[src/hw/csbr_pkg.sv]
// package: constants, register map and types of the cpu state block
package csbr_pkg;

    // ==========
    // timing
    localparam int CLK_NS = 100;
    localparam int STATE_NS = 100;
    localparam int STATE_CYCLES = (STATE_NS + CLK_NS - 1) / CLK_NS;
    localparam int RELEASE_HIGH_SAMPLES = 2;

    // ==========
    // register map (byte addresses on the axi4-lite port)
    localparam int AXI_AW = 16;
    localparam logic [15:0] REG_PORT_ONE_CONTROL = 16'hfefc;
    localparam logic [15:0] REG_PORT_ONE_DATA = 16'hfef8;
    localparam logic [15:0] REG_STATUS = 16'hfef4;
    localparam int BUS_RELEASE_ENABLE_BIT = 3;
    localparam int P1_ACK_BIT = 2;
    localparam int P1_REQ_BIT = 3;
    localparam logic [7:0] PORT_ONE_CONTROL_RESET = 8'h00;
    localparam logic [7:0] PORT_ONE_DATA_RESET = 8'h00;
    localparam int STAT_RAM_FAULT_BIT = 7;
    localparam int STAT_GHOST_BIT = 6;

    // ==========
    // address areas
    localparam logic [15:0] REG_AREA_LO = 16'hfe80;
    localparam logic [15:0] REG_AREA_HI = 16'hffff;
    localparam logic [15:0] RAM_GUARD_LO = 16'hf67d;
    localparam logic [15:0] RAM_GUARD_HI = 16'hf67f;
    localparam logic [15:0] RAM_START = 16'hf680;
    localparam logic [7:0] RESET_VECTOR = 8'h00;

    localparam logic [1:0] RESP_OKAY = 2'h0;
    localparam logic [1:0] RESP_SLVERR = 2'h2;

    // ==========
    // types
    typedef enum logic [2:0] {
        ST_RESET, ST_EXEC, ST_EXCEPT, ST_RELEASED, ST_SLEEP, ST_HWSTBY
    } csbr_state_t;

    typedef struct packed {
        logic awvalid;
        logic [AXI_AW-1:0] awaddr;
        logic wvalid;
        logic [31:0] wdata;
        logic [3:0] wstrb;
        logic bready;
        logic arvalid;
        logic [AXI_AW-1:0] araddr;
        logic rready;
    } csbr_axi_req_t;

    typedef struct packed {
        logic awready;
        logic wready;
        logic bvalid;
        logic [1:0] bresp;
        logic arready;
        logic rvalid;
        logic [31:0] rdata;
        logic [1:0] rresp;
    } csbr_axi_rsp_t;

    typedef struct packed {
        logic en;
        logic [AXI_AW-1:0] addr;
        logic [31:0] data;
        logic [3:0] strb;
    } csbr_reg_wr_t;

    typedef struct packed {
        logic [19:0] addr;
        logic [7:0] data;
        logic rd_n;
        logic wr_n;
        logic rw;
        logic data_strobe_n;
        logic address_strobe_n;
    } csbr_bus_t;

endpackage

[src/hw/csbr_axil_slave.sv]
// module: axi4-lite slave front end for the cpu state and bus release registers
module csbr_axil_slave
    import csbr_pkg::*;
(
    input wire logic clk_i,
    input wire logic nrst_i,
    input wire csbr_axi_req_t axi_i,
    output csbr_axi_rsp_t axi_o,
    output csbr_reg_wr_t wr_o,
    input wire logic wr_ok_i,
    output logic [AXI_AW-1:0] rd_addr_o,
    input wire logic [31:0] rd_data_i,
    input wire logic rd_ok_i
);

    // ==========
    // state
    typedef struct packed {
        logic aw_have;
        logic [AXI_AW-1:0] aw_addr;
        logic w_have;
        logic [31:0] w_data;
        logic [3:0] w_strb;
        logic bvalid;
        logic [1:0] bresp;
        logic rvalid;
        logic [31:0] rdata;
        logic [1:0] rresp;
    } csbr_slv_t;

    csbr_slv_t s_reg, s_next;

    // ==========
    // handshakes
    always_comb begin
        axi_o.awready = !s_reg.aw_have && !s_reg.bvalid;
        axi_o.wready = !s_reg.w_have && !s_reg.bvalid;
        axi_o.arready = !s_reg.rvalid;
        axi_o.bvalid = s_reg.bvalid;
        axi_o.bresp = s_reg.bresp;
        axi_o.rvalid = s_reg.rvalid;
        axi_o.rdata = s_reg.rdata;
        axi_o.rresp = s_reg.rresp;
        wr_o.en = s_reg.aw_have && s_reg.w_have && !s_reg.bvalid;
        wr_o.addr = s_reg.aw_addr;
        wr_o.data = s_reg.w_data;
        wr_o.strb = s_reg.w_strb;
        rd_addr_o = axi_i.araddr;
    end

    always_comb begin
        s_next = s_reg;
        if (axi_i.awvalid && axi_o.awready) begin
            s_next.aw_have = 1'b1;
            s_next.aw_addr = axi_i.awaddr;
        end
        if (axi_i.wvalid && axi_o.wready) begin
            s_next.w_have = 1'b1;
            s_next.w_data = axi_i.wdata;
            s_next.w_strb = axi_i.wstrb;
        end
        // write lands while both halves are held, response on the next edge
        if (wr_o.en) begin
            s_next.aw_have = 1'b0;
            s_next.w_have = 1'b0;
            s_next.bvalid = 1'b1;
            s_next.bresp = wr_ok_i ? RESP_OKAY : RESP_SLVERR;
        end
        if (s_reg.bvalid && axi_i.bready) begin
            s_next.bvalid = 1'b0;
        end
        if (s_reg.rvalid && axi_i.rready) begin
            s_next.rvalid = 1'b0;
        end
        if (axi_i.arvalid && axi_o.arready) begin
            s_next.rvalid = 1'b1;
            s_next.rdata = rd_data_i;
            s_next.rresp = rd_ok_i ? RESP_OKAY : RESP_SLVERR;
        end
    end

    always_ff @(posedge clk_i or negedge nrst_i) begin
        if (!nrst_i) begin
            s_reg <= '0;
        end else begin
            s_reg <= s_next;
        end
    end

endmodule

[src/hw/csbr_core.sv]
// module: cpu operating states with external bus release handshake
// ==========
// Overview of operation
// a low bus request seen at a sampling point starts the bus release
// on release float address, data and strobes, drive acknowledge low, halt
// the external master drives strobes, address and data while it owns the bus
// master raises request when done; device reclaims bus and resumes execution
// request sampled each memory access; low means release at cycle end
// word access to external or register area finishes both bytes first
// during long multiply or divide, request also sampled on internal cycles
// the bus may also be granted while in sleep mode
// no interrupt is accepted while the bus is released
// request sampled once per released-state slot
// request seen high returns acknowledge high and reclaims the bus
// master keeps request low until acknowledge has gone low
// release ends only after two consecutive high samples of request
// release works only with enable set; cleared, pins are general port lines
// enable bit is bit 3 of port one control at fefc, software writable
// with enable cleared, low request levels are not latched
// request plus interrupt at sleep entry may float bus without acknowledge
// reset pin low forces reset state except in hardware standby
// exception pushes pc, sr, code page in maximum mode, clears trace, vectors
// sequential fetch from external memory into on-chip ram is not continued
// outside release, acknowledge stays high whenever release is enabled
//
// The AXI4-Lite interface to the registers was chosen for this implementation.
module csbr_core
    import csbr_pkg::*;
#(
    parameter int STATE_DIV = STATE_CYCLES
)(
    input wire logic clk_i,
    input wire logic nrst_i,
    input wire csbr_axi_req_t axi_i,
    output csbr_axi_rsp_t axi_o,
    input wire logic reset_pin_n_i,
    input wire logic hw_standby_i,
    input wire logic bus_request_n_i,
    output logic bus_grant_ack_n_o,
    input wire csbr_bus_t core_bus_i,
    output csbr_bus_t bus_o,
    output logic addr_oe_o,
    output logic data_oe_o,
    output logic ctrl_oe_o,
    input wire logic access_start_i,
    input wire logic access_end_i,
    input wire logic [15:0] access_addr_i,
    input wire logic access_word_i,
    input wire logic access_ext_i,
    input wire logic long_op_i,
    input wire logic sleep_req_i,
    input wire logic insn_end_i,
    input wire logic irq_req_i,
    input wire logic [7:0] irq_vector_i,
    input wire logic exc_req_i,
    input wire logic [7:0] exc_vector_i,
    input wire logic max_mode_i,
    input wire logic [15:0] pc_i,
    input wire logic [7:0] cp_i,
    input wire logic [15:0] sr_i,
    input wire logic vec_valid_i,
    input wire logic [15:0] vec_data_i,
    input wire logic fetch_i,
    input wire logic fetch_seq_i,
    input wire logic [15:0] fetch_addr_i,
    output logic core_halt_o,
    output logic core_reset_o,
    output logic irq_ack_o,
    output logic trace_clr_o,
    output logic push_valid_o,
    output logic [15:0] push_data_o,
    output logic vec_req_o,
    output logic [15:0] vec_addr_o,
    output logic branch_o,
    output logic [15:0] branch_addr_o,
    output logic fetch_block_o,
    output csbr_state_t cpu_state_o
);

    // ==========
    // state
    typedef struct packed {
        csbr_state_t st;
        logic [7:0] div_cnt;
        logic req_pending;
        logic half_done;
        logic [1:0] high_cnt;
        logic ghost;
        logic ret_sleep;
        logic [2:0] exc_step;
        logic [7:0] exc_vec;
        logic [7:0] p1_ctrl;
        logic [7:0] p1_data;
        logic ram_fault;
        logic prev_ext;
        logic irq_ack;
        logic trace_clr;
        logic push_valid;
        logic [15:0] push_data;
        logic vec_req;
        logic [15:0] vec_addr;
        logic branch;
        logic [15:0] branch_addr;
    } csbr_core_t;

    csbr_core_t c_reg, c_next;

    csbr_reg_wr_t wr;
    logic [AXI_AW-1:0] rd_addr;
    logic [31:0] rd_data;
    logic rd_ok;
    logic wr_ok;
    logic tick;
    logic bus_release_enable;
    logic req_low;
    logic split_first;
    logic released;
    logic fetch_in_ram;

    // ==========
    // register port
    csbr_axil_slave u_slave (
        .clk_i(clk_i),
        .nrst_i(nrst_i),
        .axi_i(axi_i),
        .axi_o(axi_o),
        .wr_o(wr),
        .wr_ok_i(wr_ok),
        .rd_addr_o(rd_addr),
        .rd_data_i(rd_data),
        .rd_ok_i(rd_ok)
    );

    always_comb begin
        rd_data = 32'h0;
        rd_ok = 1'b1;
        case (rd_addr)
            REG_PORT_ONE_CONTROL: rd_data[7:0] = c_reg.p1_ctrl;
            REG_PORT_ONE_DATA: begin
                rd_data[7:0] = c_reg.p1_data;
                // live request pin level, never latched
                rd_data[P1_REQ_BIT] = bus_request_n_i;
            end
            REG_STATUS: begin
                rd_data[2:0] = c_reg.st;
                rd_data[STAT_GHOST_BIT] = c_reg.ghost;
                rd_data[STAT_RAM_FAULT_BIT] = c_reg.ram_fault;
            end
            default: rd_ok = 1'b0;
        endcase
        wr_ok = (wr.addr == REG_PORT_ONE_CONTROL) || (wr.addr == REG_PORT_ONE_DATA)
            || (wr.addr == REG_STATUS);
    end

    // ==========
    // decode
    always_comb begin
        // one state per tick; divider keeps a single clock domain
        tick = (c_reg.div_cnt == 8'(STATE_DIV - 1));
        bus_release_enable = c_reg.p1_ctrl[BUS_RELEASE_ENABLE_BIT];
        req_low = bus_release_enable && !bus_request_n_i;
        // first byte of a split word access must not end in a release
        split_first = access_word_i && !c_reg.half_done
            && (access_ext_i || (access_addr_i >= REG_AREA_LO
            && access_addr_i <= REG_AREA_HI));
        released = (c_reg.st == ST_RELEASED);
        fetch_in_ram = (fetch_addr_i >= RAM_START) && (fetch_addr_i < REG_AREA_LO);
    end

    // ==========
    // next state
    always_comb begin
        c_next = c_reg;
        c_next.div_cnt = tick ? 8'h00 : c_reg.div_cnt + 8'h01;
        c_next.irq_ack = 1'b0;
        c_next.trace_clr = 1'b0;
        c_next.push_valid = 1'b0;
        c_next.vec_req = 1'b0;
        c_next.branch = 1'b0;

        // register writes, low byte lane only
        if (wr.en && wr.strb[0]) begin
            if (wr.addr == REG_PORT_ONE_CONTROL) begin
                c_next.p1_ctrl = wr.data[7:0];
            end
            if (wr.addr == REG_PORT_ONE_DATA) begin
                c_next.p1_data = wr.data[7:0];
            end
            if (wr.addr == REG_STATUS && wr.data[STAT_RAM_FAULT_BIT]) begin
                c_next.ram_fault = 1'b0;
            end
        end

        // sequential run from external memory into ram; set beats clear
        if (fetch_i) begin
            if (fetch_seq_i && c_reg.prev_ext && fetch_in_ram) begin
                c_next.ram_fault = 1'b1;
            end
            c_next.prev_ext = (fetch_addr_i >= RAM_GUARD_LO) && (fetch_addr_i <= RAM_GUARD_HI);
        end

        case (c_reg.st)
            ST_EXEC: begin
                if (access_start_i && req_low) begin
                    c_next.req_pending = 1'b1;
                end
                if (access_end_i) begin
                    c_next.half_done = split_first;
                end
                if (sleep_req_i) begin
                    if (req_low && irq_req_i) begin
                        // coincidence at sleep entry floats bus, ack stays high
                        c_next.st = ST_RELEASED;
                        c_next.ghost = 1'b1;
                        c_next.ret_sleep = 1'b0;
                        c_next.high_cnt = 2'h0;
                    end else begin
                        c_next.st = ST_SLEEP;
                    end
                    c_next.req_pending = 1'b0;
                end else if (access_end_i && !split_first
                    && (c_reg.req_pending || (access_start_i && req_low))) begin
                    c_next.st = ST_RELEASED;
                    c_next.req_pending = 1'b0;
                    c_next.ret_sleep = 1'b0;
                    c_next.high_cnt = 2'h0;
                end else if (long_op_i && tick && req_low) begin
                    c_next.st = ST_RELEASED;
                    c_next.ret_sleep = 1'b0;
                    c_next.high_cnt = 2'h0;
                end else if (insn_end_i && exc_req_i) begin
                    c_next.st = ST_EXCEPT;
                    c_next.exc_vec = exc_vector_i;
                    c_next.exc_step = 3'h0;
                end else if (insn_end_i && irq_req_i) begin
                    c_next.st = ST_EXCEPT;
                    c_next.irq_ack = 1'b1;
                    c_next.exc_vec = irq_vector_i;
                    c_next.exc_step = 3'h0;
                end
            end
            ST_SLEEP: begin
                if (tick && req_low) begin
                    c_next.st = ST_RELEASED;
                    c_next.ret_sleep = 1'b1;
                    c_next.high_cnt = 2'h0;
                end else if (irq_req_i) begin
                    c_next.st = ST_EXEC;
                end
            end
            ST_RELEASED: begin
                // one sample per released slot; a low sample restarts the count
                if (tick) begin
                    if (bus_request_n_i) begin
                        c_next.high_cnt = c_reg.high_cnt + 2'h1;
                        if (c_reg.high_cnt == 2'(RELEASE_HIGH_SAMPLES - 1)) begin
                            c_next.st = c_reg.ret_sleep ? ST_SLEEP : ST_EXEC;
                            c_next.ghost = 1'b0;
                            c_next.high_cnt = 2'h0;
                        end
                    end else begin
                        c_next.high_cnt = 2'h0;
                    end
                end
            end
            ST_EXCEPT: begin
                case (c_reg.exc_step)
                    3'h0: begin
                        c_next.push_valid = 1'b1;
                        c_next.push_data = pc_i;
                        c_next.exc_step = max_mode_i ? 3'h1 : 3'h2;
                    end
                    3'h1: begin
                        c_next.push_valid = 1'b1;
                        c_next.push_data = {8'h00, cp_i};
                        c_next.exc_step = 3'h2;
                    end
                    3'h2: begin
                        c_next.push_valid = 1'b1;
                        c_next.push_data = sr_i;
                        c_next.exc_step = 3'h3;
                    end
                    3'h3: begin
                        c_next.trace_clr = 1'b1;
                        c_next.vec_req = 1'b1;
                        c_next.vec_addr = max_mode_i ? {6'h00, c_reg.exc_vec, 2'h0}
                            : {7'h00, c_reg.exc_vec, 1'b0};
                        c_next.exc_step = 3'h4;
                    end
                    3'h4: begin
                        if (vec_valid_i) begin
                            c_next.branch = 1'b1;
                            c_next.branch_addr = vec_data_i;
                            c_next.st = ST_EXEC;
                        end
                    end
                    default: c_next.exc_step = 3'h0;
                endcase
            end
            ST_RESET: begin
                c_next.p1_ctrl = PORT_ONE_CONTROL_RESET;
                c_next.p1_data = PORT_ONE_DATA_RESET;
                c_next.req_pending = 1'b0;
                c_next.half_done = 1'b0;
                c_next.ghost = 1'b0;
                if (reset_pin_n_i) begin
                    // reset skips the stack pushes
                    c_next.st = ST_EXCEPT;
                    c_next.exc_vec = RESET_VECTOR;
                    c_next.exc_step = 3'h3;
                end
            end
            ST_HWSTBY: begin
                if (!hw_standby_i) begin
                    c_next.st = ST_RESET;
                end
            end
            default: c_next.st = ST_RESET;
        endcase

        if (hw_standby_i) begin
            c_next.st = ST_HWSTBY;
        end else if (!reset_pin_n_i && c_reg.st != ST_HWSTBY) begin
            c_next.st = ST_RESET;
        end
    end

    always_ff @(posedge clk_i or negedge nrst_i) begin
        if (!nrst_i) begin
            c_reg <= '0;
        end else begin
            c_reg <= c_next;
        end
    end

    // ==========
    // outputs
    always_comb begin
        if (!bus_release_enable) begin
            bus_grant_ack_n_o = c_reg.p1_data[P1_ACK_BIT];
        end else begin
            bus_grant_ack_n_o = !(released && !c_reg.ghost);
        end
        // released pins are left to the external master
        addr_oe_o = !released;
        data_oe_o = !released && !core_bus_i.wr_n;
        ctrl_oe_o = !released;
        bus_o = core_bus_i;
        core_halt_o = released || (c_reg.st == ST_SLEEP) || (c_reg.st == ST_HWSTBY);
        core_reset_o = (c_reg.st == ST_RESET);
        irq_ack_o = c_reg.irq_ack;
        trace_clr_o = c_reg.trace_clr;
        push_valid_o = c_reg.push_valid;
        push_data_o = c_reg.push_data;
        vec_req_o = c_reg.vec_req;
        vec_addr_o = c_reg.vec_addr;
        branch_o = c_reg.branch;
        branch_addr_o = c_reg.branch_addr;
        fetch_block_o = fetch_i && fetch_seq_i && c_reg.prev_ext && fetch_in_ram;
        cpu_state_o = c_reg.st;
    end

endmodule

[config.mk]
export PLATFORM = sky130hd
export DESIGN_NAME = csbr_core
export DESIGN_NICKNAME = d
export VERILOG_FILES = /design/src/hw/csbr_pkg.sv /design/src/hw/csbr_axil_slave.sv /design/src/hw/csbr_core.sv
export SDC_FILE = /design/constraint.sdc
export NUM_CORES = 1
export LEC_CHECK = 0
export BUFFER_PORTS_ARGS = -buffer_cell sky130_fd_sc_hd__buf_4
export CAP_MARGIN = 15
export CORE_MARGIN = 2
export CORE_UTILIZATION = 30
export CTS_CLUSTER_SIZE = 40
export DETAILED_ROUTE_END_ITERATION = 8
export GPL_TIMING_DRIVEN = 0
export HOLD_SLACK_MARGIN = 0.03
export PLACE_DENSITY = 0.65
export SLEW_MARGIN = 10
export SYNTH_ARGS = -nofsm -noshare
export SYNTH_HDL_FRONTEND = slang
export SYNTH_SLANG_ARGS = --single-unit
[constraint.sdc]
create_clock -name clk_i -period 4.15 [get_ports clk_i]
set_clock_uncertainty 0.15 [all_clocks]
set_input_delay 0 -clock clk_i [delete_from_list [all_inputs] [get_ports clk_i]]
set_output_delay 0 -clock clk_i [all_outputs]
set_load 0.03 [all_outputs]
After elaboration in Yosys (flattened, before gate mapping)
Index checks and enable logic that the tools add are counted.

Register bits after elaboration: 167. Input port bits: 228. Output and inout bits: 137. Word-level logic and storage cells: 248.

Add/sub/neg operators: 2. Order comparisons: 6. Equality and inequality tests: 41. Muxes and demuxes: 86. Reductions and logical operators: 82.

Operators by type and width (count): $eq 16x16->1 const B (6); $mux 17 (5); $mux 11 (6); $mux 3 (20); $mux 52 (1); $pmux 17 s3 (1); $ge 16x16->1 const B (3); $mux 37 (1); $mux 35 (1); $logic_and 1x1->1 (34); $le 16x16->1 const B (2); $pmux 3 s5 (2); $mux 1 (25); $mux 8 (3); $ne 2x2->1 const B (11); $mux 2 (9); $pmux 3 s3 (2); $reduce_bool 2->1 (9); $lt 16x16->1 const B (1); $mux 16 (1); $ne 4x3->1 const B (4); $pmux 8 s2 (1); $eq 3x2->1 const B (4); $logic_not 1->1 (12); 30 further kinds (53).

Logic depth before layout (Yosys ltp)
Gate-level depths: netlist of run 1.

Depth in word-level cells: 12. Gate-level depth with buffers: 9. Gate-level depth less buffers: 8.

By module
A second synthesis of run 1 with hierarchy kept.

Cells, all modules: 898. Area, all modules: 9504.1 um2.

By module, submodules not included: csbr_core (times used 1, cells each 588, area each 5282.6 um2); csbr_axil_slave (times used 1, cells each 310, area each 4221.5 um2).

Least setup slack after synthesis of run 1
OpenSTA, ideal clock, no wires.

Path kind: reg2reg. Start point: register c_reg[88] in the netlist's numbering. End point: register c_reg (netlist bit cpu_state_o[0]). Arrival time: 2135 ps. Data required time: 3872 ps. Setup slack: 1737 ps. Cell stages (with the launch flop): 9. Path buffers: 0. Clock period less this slack: 2413 ps. Cells stage by stage: dfrtp_1 -> inv_1 -> ha_1 -> or4b_4 -> nor4_4 -> and3_1 -> nor4_1 -> o21ai_2 -> mux2_1.

Word-level cells in the longest chain between the ends: 9. Elaborated cells on any way between the ends: 15. Those cells by class: eq/ne (3); mux (7); reduce/logical (5).

RTL lines: start, declared (line csbr_core.sv:106) `csbr_core_t c_reg, c_next;`; start signal, assigned (line csbr_core.sv:332) `c_reg <= c_next;`; $logic_not 8->1 (*) (line csbr_core.sv:159) `tick = (c_reg.div_cnt == 8'(STATE_DIV - 1));`; $logic_and 1x1->1 (2 in a row) (line csbr_core.sv:227) `end else if (long_op_i && tick && req_low) begin`; $mux 3 (line csbr_core.sv:227); $mux 3 (line csbr_core.sv:221) `end else if (access_end_i && !split_first`; $mux 3 (line csbr_core.sv:210) `if (sleep_req_i) begin`; $pmux 3 s5 (line csbr_core.sv:202) `case (c_reg.st)`; $mux 3 (line csbr_core.sv:323) `end else if (!reset_pin_n_i && c_reg.st != ST_HWSTBY) begin`; $mux 3 (line csbr_core.sv:321) `if (hw_standby_i) begin`.

Every way passes the cells marked *; elsewhere a longest branch is shown, timed or not. A chain may end at the register's enable or synchronous reset.

Worst setup path after layout of run 1
Start point: register c_reg (netlist bit cpu_state_o[2]). End point: register c_reg (netlist bit cpu_state_o[0]).

Word-level cells in the longest chain between the ends: 4. Elaborated cells on any way between the ends: 19. Those cells by class: eq/ne (13); mux (3); reduce/logical (3).

RTL lines (line): $ne 3x3->1 (tied with other cells) (csbr_core.sv:323); $logic_and 1x1->1 / $pmux 3 s5 (equally long branches) (csbr_core.sv:323, csbr_core.sv:202); $ne 8x8->1 (no source line) (tied with other cells); $reduce_and 8->1 (no source line) / $mux 3 (equally long branches).

Several ways; a longest one is shown, not always the timed one.

==> results of run 1 <==
-- kinds of logic (layout without fill, tap and decap cells) --
family                     count (synthesis)  after routing  synth area share [%]
muxes                                     78             78                 11.65
AOI/OAI and AO/OA                        111            111                 9.870
adders and majority gates                  2              2                0.3563
and+or+nand+nor                          232            232                 15.57
other                                      1             33               0.05340
DFF                                      129            129                 45.96
buffers and inverters                    169            592                 15.78
xor gates and xnor gates                   6              6                0.7483
-- synthesized netlist by cell type (4+ instances only) --
| library cell | instances |
|---|---|
| and3_1 | 5 |
| nand2_1 | 93 |
| nor2b_1 | 8 |
| a32oi_1 | 4 |
| mux2i_1 | 48 |
| and2_1 | 6 |
| nand3_1 | 8 |
| o21ai_0 | 31 |
| nor2_1 | 65 |
| mux2_2 | 28 |
| or3_1 | 5 |
| buf_4 | 124 |
| a22oi_1 | 14 |
| inv_1 | 14 |
| clkbuf_1 | 25 |
| a21oi_1 | 35 |
| nor4_1 | 5 |
| nor3_1 | 6 |
| nand4_1 | 12 |
| xnor2_1 | 5 |
| dfrtp_1 | 129 |
-- how the worst min path moves through the flow --
stage | to | slack, ns | depth (start not counted)
finish | u_slave.wr_o[39] | 0.07 | 2
global route | bus_o[20] | 0.07 | 2
CTS | u_slave.wr_o[42] | 0.06 | 2
detailed placement | u_slave.wr_o[42] | -0.06 | 1
global placement | u_slave.axi_o[34] | 0.02 | 2
floorplan | branch_addr_o[0] | -0.45 | 0
-- power groups by stage --
| stage | clock [mW] | combinational, mW | sequential, mW |
|---|---|---|---|
| floorplan | 0 | 1.09 | 1.69 |
| global placement | 0 | 1.57 | 1.73 |
| detailed placement | 0 | 1.59 | 1.74 |
| CTS | 1.55 | 1.79 | 1.72 |
| global route | 1.60 | 1.92 | 1.76 |
| finish | 1.50 | 1.78 | 1.72 |
-- timing repair --
item,in CTS,in global routing
gates resized for setup,0,0
endpoints found under the hold margin,214,0
hold buffers,125,0
-- final cells by class --
class                           count  area, µm²  area share, %
Inverter                           15      56.30         0.4940
Clock inverter                     15      166.4          1.460
Tap cell                          313      391.6          3.436
Buffer                            154       1052          9.232
Timing Repair Buffer              391       3272          28.70
Clock buffer                       17      425.4          3.732
Multi-Input combinational cell    462       2806          24.62
Sequential cell                   129       3228          28.32
-- through the flow --
stage / cells / hold WS [ns] / setup slack, ns
2_1_floorplan: 760 / -0.4456 / 1.737
3_3_place_gp: 1338 / 0.02121 / 1.396
3_5_place_dp: 1339 / -0.06349 / 1.413
4_1_cts: 1496 / 0.05875 / 0.8696
5_1_grt: 1496 / 0.06985 / 0.6617
6_report: 1496 / 0.06619 / 0.8336
-- worst max-delay path: cells and delay by family (launching register included) --
| kind | cells | cell delay [ns] |
|---|---|---|
| muxes | 1 | 0.32 |
| buffers and inverters | 3 | 1.16 |
| AOI/OAI and AO/OA | 1 | 0.16 |
| DFF | 1 | 0.38 |
| and+or+nand+nor | 4 | 1.02 |
-- per-layer routing --
layer,wire length [µm],vias to the layer above,GRT usage (%)
met4,321,0,5.592
met2,10360,188,27.92
met1,8275,3079,18.71
li1,-,3219,-
met5,0,-,0
met3,901,26,2.753
==> results.txt, run 1 <==
htree depth -> 4
num ports -> 365
P_leak -> 5.666 nW
FF-to-FF End -> cpu_state_o[0]
max-slew violation count -> 0
Clk Latency, worst-skew pair -> 0.42 ns
chip width -> 157.0 µm
Layout Utilization -> 50.04%
maximum VDD drop -> 251.4 µV
Worst Setup EP -> cpu_state_o[0]
Clock Sinks -> 129
reg2reg setup slack -> 0.83 ns
Syn Inst Count -> 728
internal power -> 3.304 mW
sequential share of power -> 34.3%
floorplan row count -> 55
top-area cell type share of the netlist area -> 45.96%
Final ANT Viol Nets -> 0
Synth cell types -> 59
final setup vio count -> 0
count of warnings emitted by yosys -> 0
# fillers -> 2105
Remaining Overflow, GRT -> 0
core area -> 22780 µm²
number of flops mapped to enable cells by yosys -> 0
post-CTS setup buffers -> 0
kind of end point of the critical path -> flop
Clock Power Share -> 30.0%
Mapped Area -> 7023 µm²
global placer's final weighted congestion -> 0.8319
run status -> completed
vias in the first global route -> 6435
Die Height -> 157.0 µm
max reg flops -> 41
Final period util -> 79.91%
most frequent CP cell -> clkbuf_1
Clock Pin Slew Worst Setup and Hold Paths -> 0.07 ns
RSZ-0062 raised after global routing -> no
Total Routing Usage GR -> 15.59%
arrival time worst endpoint -> 3.47 ns
Port Buffers -> 265
sw frac -> 33.95%
Peak Freq -> 301.5 MHz
min Tclk post-route -> 3.316 ns
total routed wirelength -> 19860 µm
combinational fraction of design power -> 35.6%
Syn Area/Cell -> 9.647 µm²
DR DRC count -> 0
Critical Path Fanout Max -> 10
pin count of the biggest net entering global routing -> 75
Worst path slowest cell -> dlygate4sd3_1
max-cap violation count -> 0
cell area after layout -> 11400 µm²
most common cell after layout, fill and taps aside -> buf_4
Post-DP HPWL -> 14440 µm
Slew headroom -> 30.71%
maximum buffer depth of the clock tree -> 2
DR vias -> 6512
Top FF cell, synth -> dfrtp_1
worst slew pin tran -> 1.031 ns
worst r2r src -> cpu_state_o[2]
Power Density -> 438.9 nW/µm²
Pre-antenna DRT Iters -> 4
synth-to-layout area growth -> 62.30%
FF-to-FF path depth -> 9
Vias/cell -> 4.353
#FFs+latches synth -> 129
Seq/Total Area, Yosys -> 45.96%
Placement Cell Area -> 9555 µm²
Critical Path Start Type -> flop
CTS buffer count -> 17
CTS tree -> built
initial antenna violation count -> 0
total power -> 5.003 mW
# diodes -> 0
Initial Util -> 30.83%
1st-iter DRT viols -> 289
Sw Pwr -> 1.698 mW
Synth area leaders -> dfrtp_1 46%, buf_4 13%, mux2i_1 6.8%, nand2_1 5.0%, mux2_2 4.5%
crit-path cells -> clkbuf_1 > nor2_1 > and2_1 > clkbuf_1 > nand2_1 > nor4_1 > o21ai_2 > mux2_1 > dlygate4sd3_1
max incr delay on CP -> 0.55 ns
CP Launch Point -> cpu_state_o[2]
total die area -> 24650 µm²
Hold Vio Cnt, Final -> 0
final layout net count -> 1400
setup_tns -> 0 ns
commonest cells after routing, fill and taps aside -> 388 x buf_4, 129 x dfrtp_1, 125 x dlygate4sd3_1
min-delay worst type -> primary input to asynchronous set/reset pin
Req. time, crit path -> 4.30 ns
first-pass GRT wire length -> 30640 µm
area leader, netlist -> dfrtp_1
kind of critical path -> flop to flop
Wirelength per Cell -> 13.28 µm
share of flip-flops with an asynchronous set or reset -> 100.0%
Clock Tree Root -> clkbuf_16
share of layout cells above drive strength 1 -> 39.31%
No activity file was read; power rests on OpenSTA's default activity.
==> run 2: changes to the inputs <==
==> constraint.sdc (replaced) <==
create_clock -name clk_i -period 3.2 [get_ports clk_i]
set_clock_uncertainty 0.15 [all_clocks]
set_input_delay 0 -clock clk_i [delete_from_list [all_inputs] [get_ports clk_i]]
set_output_delay 0 -clock clk_i [all_outputs]
set_load 0.03 [all_outputs]
==> run 2 against run 1 <==
Against the previous run:
- largest cell class unchanged
- register-to-register slack got worse by 0.72 ns
- core utilization increased by 0.17 points
- sequential power increased by 29%
==> results.txt, run 2 (synthesis results as in run 1) <==
run status -> completed (unchanged)
Pre-antenna DRT Iters -> 4 (unchanged)
Total Routing Usage GR -> 15.58% (was 15.59%)
setup_tns -> 0 ns (unchanged)
Peak Freq -> 324.0 MHz (was 301.5 MHz)
DR vias -> 6528 (was 6512)
Critical Path Fanout Max -> 8 (was 10)
pin count of the biggest net entering global routing -> 75 (unchanged)
vias in the first global route -> 6423 (was 6435)
Final period util -> 96.46% (was 79.91%)
# fillers -> 2101 (was 2105)
cell area after layout -> 11440 µm² (was 11400 µm²)
maximum buffer depth of the clock tree -> 2 (unchanged)
Hold Vio Cnt, Final -> 0 (unchanged)
Remaining Overflow, GRT -> 0 (unchanged)
final layout net count -> 1403 (was 1400)
chip width -> 157.0 µm (unchanged)
initial antenna violation count -> 0 (unchanged)
Clk Latency, worst-skew pair -> 0.42 ns (about the same)
Port Buffers -> 265 (unchanged)
Critical Path Start Type -> flop (unchanged)
worst r2r src -> c_reg[88] (was cpu_state_o[2])
total power -> 6.480 mW (was 5.003 mW)
htree depth -> 4 (unchanged)
internal power -> 4.283 mW (was 3.304 mW)
Sequential cell area -> 3228 µm² (unchanged)
Clock Tree Root -> clkbuf_16 (unchanged)
Post-DP HPWL -> 14440 µm (unchanged)
sw frac -> 33.91% (was 33.95%)
arrival time worst endpoint -> 3.23 ns (was 3.47 ns)
sequential share of power -> 34.3% (about the same)
Vias/cell -> 4.355 (was 4.353)
max reg flops -> 41 (unchanged)
num ports -> 365 (unchanged)
kind of critical path -> flop to flop (unchanged)
FF-to-FF End -> c_reg[74] (was cpu_state_o[0])
commonest cells after routing, fill and taps aside -> 393 x buf_4, 129 x dfrtp_1, 123 x dlygate4sd3_1 (was 388 x buf_4, 129 x dfrtp_1, 125 x dlygate4sd3_1)
Clock Sinks -> 129 (unchanged)
combinational fraction of design power -> 35.6% (about the same)
Req. time, crit path -> 3.34 ns (was 4.30 ns)
global placer's final weighted congestion -> 0.8319 (unchanged)
kind of end point of the critical path -> flop (unchanged)
share of layout cells above drive strength 1 -> 39.80% (was 39.31%)
Clock Pin Slew Worst Setup and Hold Paths -> 0.07 ns (about the same)
CTS buffer count -> 17 (unchanged)
worst slew pin tran -> 1.031 ns (about the same)
Slew headroom -> 30.75% (was 30.71%)
Placement Cell Area -> 9555 µm² (unchanged)
1st-iter DRT viols -> 265 (was 289)
area of the multi-input gates -> 2811 µm² (was 2806 µm²)
min-delay worst type -> primary input to asynchronous set/reset pin (unchanged)
max-cap violation count -> 0 (unchanged)
CTS tree -> built (unchanged)
Final ANT Viol Nets -> 0 (unchanged)
max-slew violation count -> 0 (unchanged)
reg2reg setup slack -> 0.11 ns (was 0.83 ns)
# diodes -> 0 (unchanged)
Initial Util -> 30.83% (unchanged)
core area -> 22780 µm² (unchanged)
total die area -> 24650 µm² (unchanged)
total routed wirelength -> 19910 µm (was 19860 µm)
FF-to-FF path depth -> 12 (was 9)
DR DRC count -> 0 (unchanged)
synth-to-layout area growth -> 62.85% (was 62.30%)
first-pass GRT wire length -> 30620 µm (was 30640 µm)
Clock Power Share -> 30.0% (about the same)
P_leak -> 5.686 nW (was 5.666 nW)
Die Height -> 157.0 µm (unchanged)
Sw Pwr -> 2.197 mW (was 1.698 mW)
final setup vio count -> 0 (unchanged)
Power Density -> 566.6 nW/µm² (was 438.9 nW/µm²)
most common cell after layout, fill and taps aside -> buf_4 (unchanged)
maximum VDD drop -> 324.8 µV (was 251.4 µV)
min Tclk post-route -> 3.087 ns (was 3.316 ns)
Wirelength per Cell -> 13.28 µm (about the same)
floorplan row count -> 55 (unchanged)
-- run 2: how the worst max path moves through the flow --
stage                                 to      startpoint  cells after the start
final                          c_reg[74]       c_reg[88]                     12
after global routing           c_reg[75]       c_reg[88]                     12
after CTS                      c_reg[75]       c_reg[88]                     10
after detailed placement  cpu_state_o[1]       c_reg[88]                      8
after global placement    cpu_state_o[0]  cpu_state_o[2]                      8
after floorplan           cpu_state_o[0]       c_reg[88]                      8
-- run 2: what timing repair did --
item	4_1_cts	5_1_grt
setup endpoints to repair	0	9
endpoints found under the hold margin	214	0
buffers inserted	0	6
gates resized for setup	0	1
hold buffers	123	0
-- run 2: per-stage QoR --
stage / hold WS, ns / utilization, % / setup slack, ns / cells
2_1_floorplan: -0.4456 / - / 0.7874 / 760
3_3_place_gp: 0.02121 / 41.81 / 0.4463 / 1338
3_5_place_dp: -0.06349 / 41.95 / 0.4626 / 1339
4_1_cts: 0.05875 / 49.95 / 0.04960 / 1494
5_1_grt: 0.06985 / 50.21 / -0.009655 / 1499
6_report: 0.06519 / 50.21 / 0.1131 / 1499
-- run 2: power by group through the flow --
| stage | Sequential [mW] | Clock (mW) | Combinational, mW |
|---|---|---|---|
| floorplan | 2.19 | 0 | 1.41 |
| global placement | 2.24 | 0 | 2.03 |
| detailed placement | 2.25 | 0 | 2.07 |
| CTS | 2.22 | 2.01 | 2.31 |
| global route | 2.28 | 2.08 | 2.48 |
| finish | 2.22 | 1.95 | 2.31 |
-- run 2: layout make-up --
class                   instances  share of cell area [%]
plain buffers                 153                   9.168
multi-input cells             462                   24.58
flip-flops and latches        129                   28.22
repair buffers                395                   28.94
inverters                      15                  0.4923
well taps                     313                   3.424
clock inverters                15                   1.455
clock buffers                  17                   3.720
-- run 2: per-layer routing --
layer	track usage, %	vias up	share of wire, %	wire length, µm
met5	0	-	0	0
met4	5.592	0	1.5	293
met3	2.753	24	4.9	968
met2	27.88	201	52	10450
met1	18.71	3081	41	8199
li1	-	3222	-	-
-- run 2: worst max-delay path: stages (launching register included) --
cell           delay, ns
dfrtp_1             0.39
inv_1               0.06
ha_1                0.16
or4b_4              0.48
nor4_4              0.21
buf_4               0.19
and3_4              0.20
or3_1               0.11
buf_6               0.13
nor3_4              0.05
buf_12              0.16
mux2i_1             0.11
dlygate4sd3_1       0.56
==> run 3: changes to the inputs <==
--- a/config.mk
+++ b/config.mk
@@ -6,7 +6,6 @@
 export NUM_CORES = 1
 export LEC_CHECK = 0
 export BUFFER_PORTS_ARGS = -buffer_cell sky130_fd_sc_hd__buf_4
-export CAP_MARGIN = 15
 export CORE_MARGIN = 2
 export CORE_UTILIZATION = 30
 export CTS_CLUSTER_SIZE = 40
==> constraint.sdc (replaced) <==
create_clock -name clk_i -period 3.2 [get_ports clk_i]
set_clock_uncertainty 0.15 [all_clocks]
set_input_delay 0.64 -clock clk_i [delete_from_list [all_inputs] [get_ports clk_i]]
set_output_delay 0.64 -clock clk_i [all_outputs]
set_load 0.03 [all_outputs]
==> run 3 against run 2 <==
Against the previous run:
- via count fell by 9.1%
- final area fell by 11%
- sequential power barely moved
- clock power barely moved
- core utilization fell by 5.7 points
- register-to-register slack improved by 0.30 ns
- non-clock buffer count fell by 129
- largest cell class is now flip-flops and latches
- highest routed layer unchanged
==> results.txt, run 3 (synthesis results as in run 1) <==
DR DRC count -> 0 (unchanged)
final layout net count -> 1274 (was 1403)
Port Buffers -> 265 (unchanged)
setup_tns -> 0 ns (unchanged)
1st-iter DRT viols -> 250 (was 265)
worst slew pin tran -> 0.9577 ns (was 1.031 ns)
Die Height -> 157.0 µm (unchanged)
synth-to-layout area growth -> 44.47% (was 62.85%)
Vias/cell -> 4.334 (was 4.355)
core area -> 22780 µm² (unchanged)
Req. time, crit path -> 2.41 ns (was 3.34 ns)
Worst path slowest cell -> dfrtp_1 (was dlygate4sd3_1)
arrival time worst endpoint -> 2.20 ns (was 3.23 ns)
Clock Pin Slew Worst Setup and Hold Paths -> 0.07 ns (about the same)
maximum buffer depth of the clock tree -> 2 (unchanged)
Placement Cell Area -> 9555 µm² (unchanged)
cell area after layout -> 10150 µm² (was 11440 µm²)
share of layout cells above drive strength 1 -> 44.18% (was 39.80%)
# diodes -> 0 (unchanged)
pin count of the biggest net entering global routing -> 75 (unchanged)
Remaining Overflow, GRT -> 0 (unchanged)
Peak Freq -> 334.1 MHz (was 324.0 MHz)
run status -> completed (unchanged)
max incr delay on CP -> 0.37 ns (was 0.56 ns)
maximum VDD drop -> 322.3 µV (was 324.8 µV)
first-pass GRT wire length -> 28130 µm (was 30620 µm)
Pre-antenna DRT Iters -> 4 (unchanged)
htree depth -> 4 (unchanged)
CTS tree -> built (unchanged)
vias in the first global route -> 5614 (was 6423)
commonest cells after routing, fill and taps aside -> 388 x buf_4, 129 x dfrtp_1, 93 x nand2_1 (was 393 x buf_4, 129 x dfrtp_1, 123 x dlygate4sd3_1)
crit-path cells -> clkbuf_1 > clkbuf_2 > nand2_1 > o21ai_0 > buf_4 (was inv_1 > ha_1 > or4b_4 > nor4_4 > buf_4 > and3_4 > or3_1 > buf_6 > nor3_4 > buf_12 > mux2i_1 > dlygate4sd3_1)
max-slew violation count -> 0 (unchanged)
Wirelength per Cell -> 13.37 µm (was 13.28 µm)
final setup vio count -> 0 (unchanged)
most common cell after layout, fill and taps aside -> buf_4 (unchanged)
floorplan row count -> 55 (unchanged)
DR vias -> 5937 (was 6528)
max-cap violation count -> 0 (unchanged)
Slew headroom -> 35.66% (was 30.75%)
max reg flops -> 41 (unchanged)
CTS buffer count -> 17 (unchanged)
Total Routing Usage GR -> 14.47% (was 15.58%)
global placer's final weighted congestion -> 0.8319 (unchanged)
kind of critical path -> flop to output pin (was flop to flop)
Hold Buf Count CTS -> 0 (was 123)
min-delay worst type -> primary input to asynchronous set/reset pin (unchanged)
Clock Tree Root -> clkbuf_16 (unchanged)
Clk Latency, worst-skew pair -> 0.42 ns (about the same)
Critical Path Fanout Max -> 10 (was 8)
Final period util -> 93.54% (was 96.46%)
total die area -> 24650 µm² (unchanged)
chip width -> 157.0 µm (unchanged)
kind of end point of the critical path -> output pin (was flop)
post-CTS setup buffers -> 0 (unchanged)
total routed wirelength -> 18320 µm (was 19910 µm)
Power Density -> 613.0 nW/µm² (was 566.6 nW/µm²)
CTS resizes -> 2 (was 0)
Critical Path Start Type -> flop (unchanged)
min Tclk post-route -> 2.993 ns (was 3.087 ns)
Hold Vio Cnt, Final -> 0 (unchanged)
num ports -> 365 (unchanged)
Clock Sinks -> 129 (unchanged)
RSZ-0062 raised after global routing -> no
Post-DP HPWL -> 14440 µm (unchanged)
Initial Util -> 30.83% (unchanged)
P_leak -> 5.151 nW (was 5.686 nW)
Final ANT Viol Nets -> 0 (unchanged)
initial antenna violation count -> 0 (unchanged)
[run 3: cell types whose count changed in the layout (fill, tap and decap cells not counted), moves of 2 or more]
| cell | before | now |
|---|---|---|
| buf_4 | 393 | 388 |
| clkbuf_1 | 24 | 22 |
| clkbuf_2 | 0 | 2 |
| dlygate4sd3_1 | 123 | 0 |
[run 3: critical path: cells and delay by family, from the launching register on]
family | cells | cell delay, ns
AND/OR/NAND/NOR | 1 | 0.26
buffers and inverters | 3 | 0.90
AO/OA/AOI/OAI | 1 | 0.25
flip-flops | 1 | 0.37
[run 3: power by group]
part           internal, mW  switching, mW
logic                 0.977           1.07
registers              1.99          0.234
clock network          1.11          0.842
[run 3: area by class of cell]
class,count,area (µm²)
buffer,153,1051
clock buffer,17,425.4
clock inverter,15,166.4
fill,2244,12630
inverter,15,56.30
multi-input combinational,462,2806
sequential,129,3228
tap,313,391.6
timing repair buffer,266,2021
[run 3: path summary, 6_finish.rpt]
check | depth (start not counted) | slack, ns | end | from
max | 5 | 0.21 | core_halt_o | cpu_state_o[0]
min | 1 | 0.1 | u_slave.wr_o[39] | nrst_i
max reg2reg | 8 | 0.41 | cpu_state_o[1] | cpu_state_o[2]
min reg2reg | 2 | 0.33 | push_data_o[1] | push_data_o[1]
max in group asynchronous | 2 | 2.08 | c_reg[74] | nrst_i
min in group clk_i | 2 | 0.23 | u_slave.axi_o[34] | axi_i[0]
[run 3: layer usage]
metal / wire length, µm / GRT usage (%)
met1: 7553 / 18.00
met2: 9412 / 24.98
met3: 1146 / 3.084
met4: 204 / 4.718
met5: 0 / 0
[run 3: through the flow]
step	hold WS [ns]	setup WS, ns	total power [mW]	utilization (%)	instances
floorplan	0.1944	0.6698	3.598	-	760
global placement	0.3114	0.1908	4.275	41.81	1338
detailed placement	0.3152	0.1759	4.318	41.95	1339
CTS	0.1216	0.2086	6.301	44.54	1370
global route	0.1510	0.07237	6.575	44.54	1370
finish	0.09856	0.2068	6.220	44.54	1370
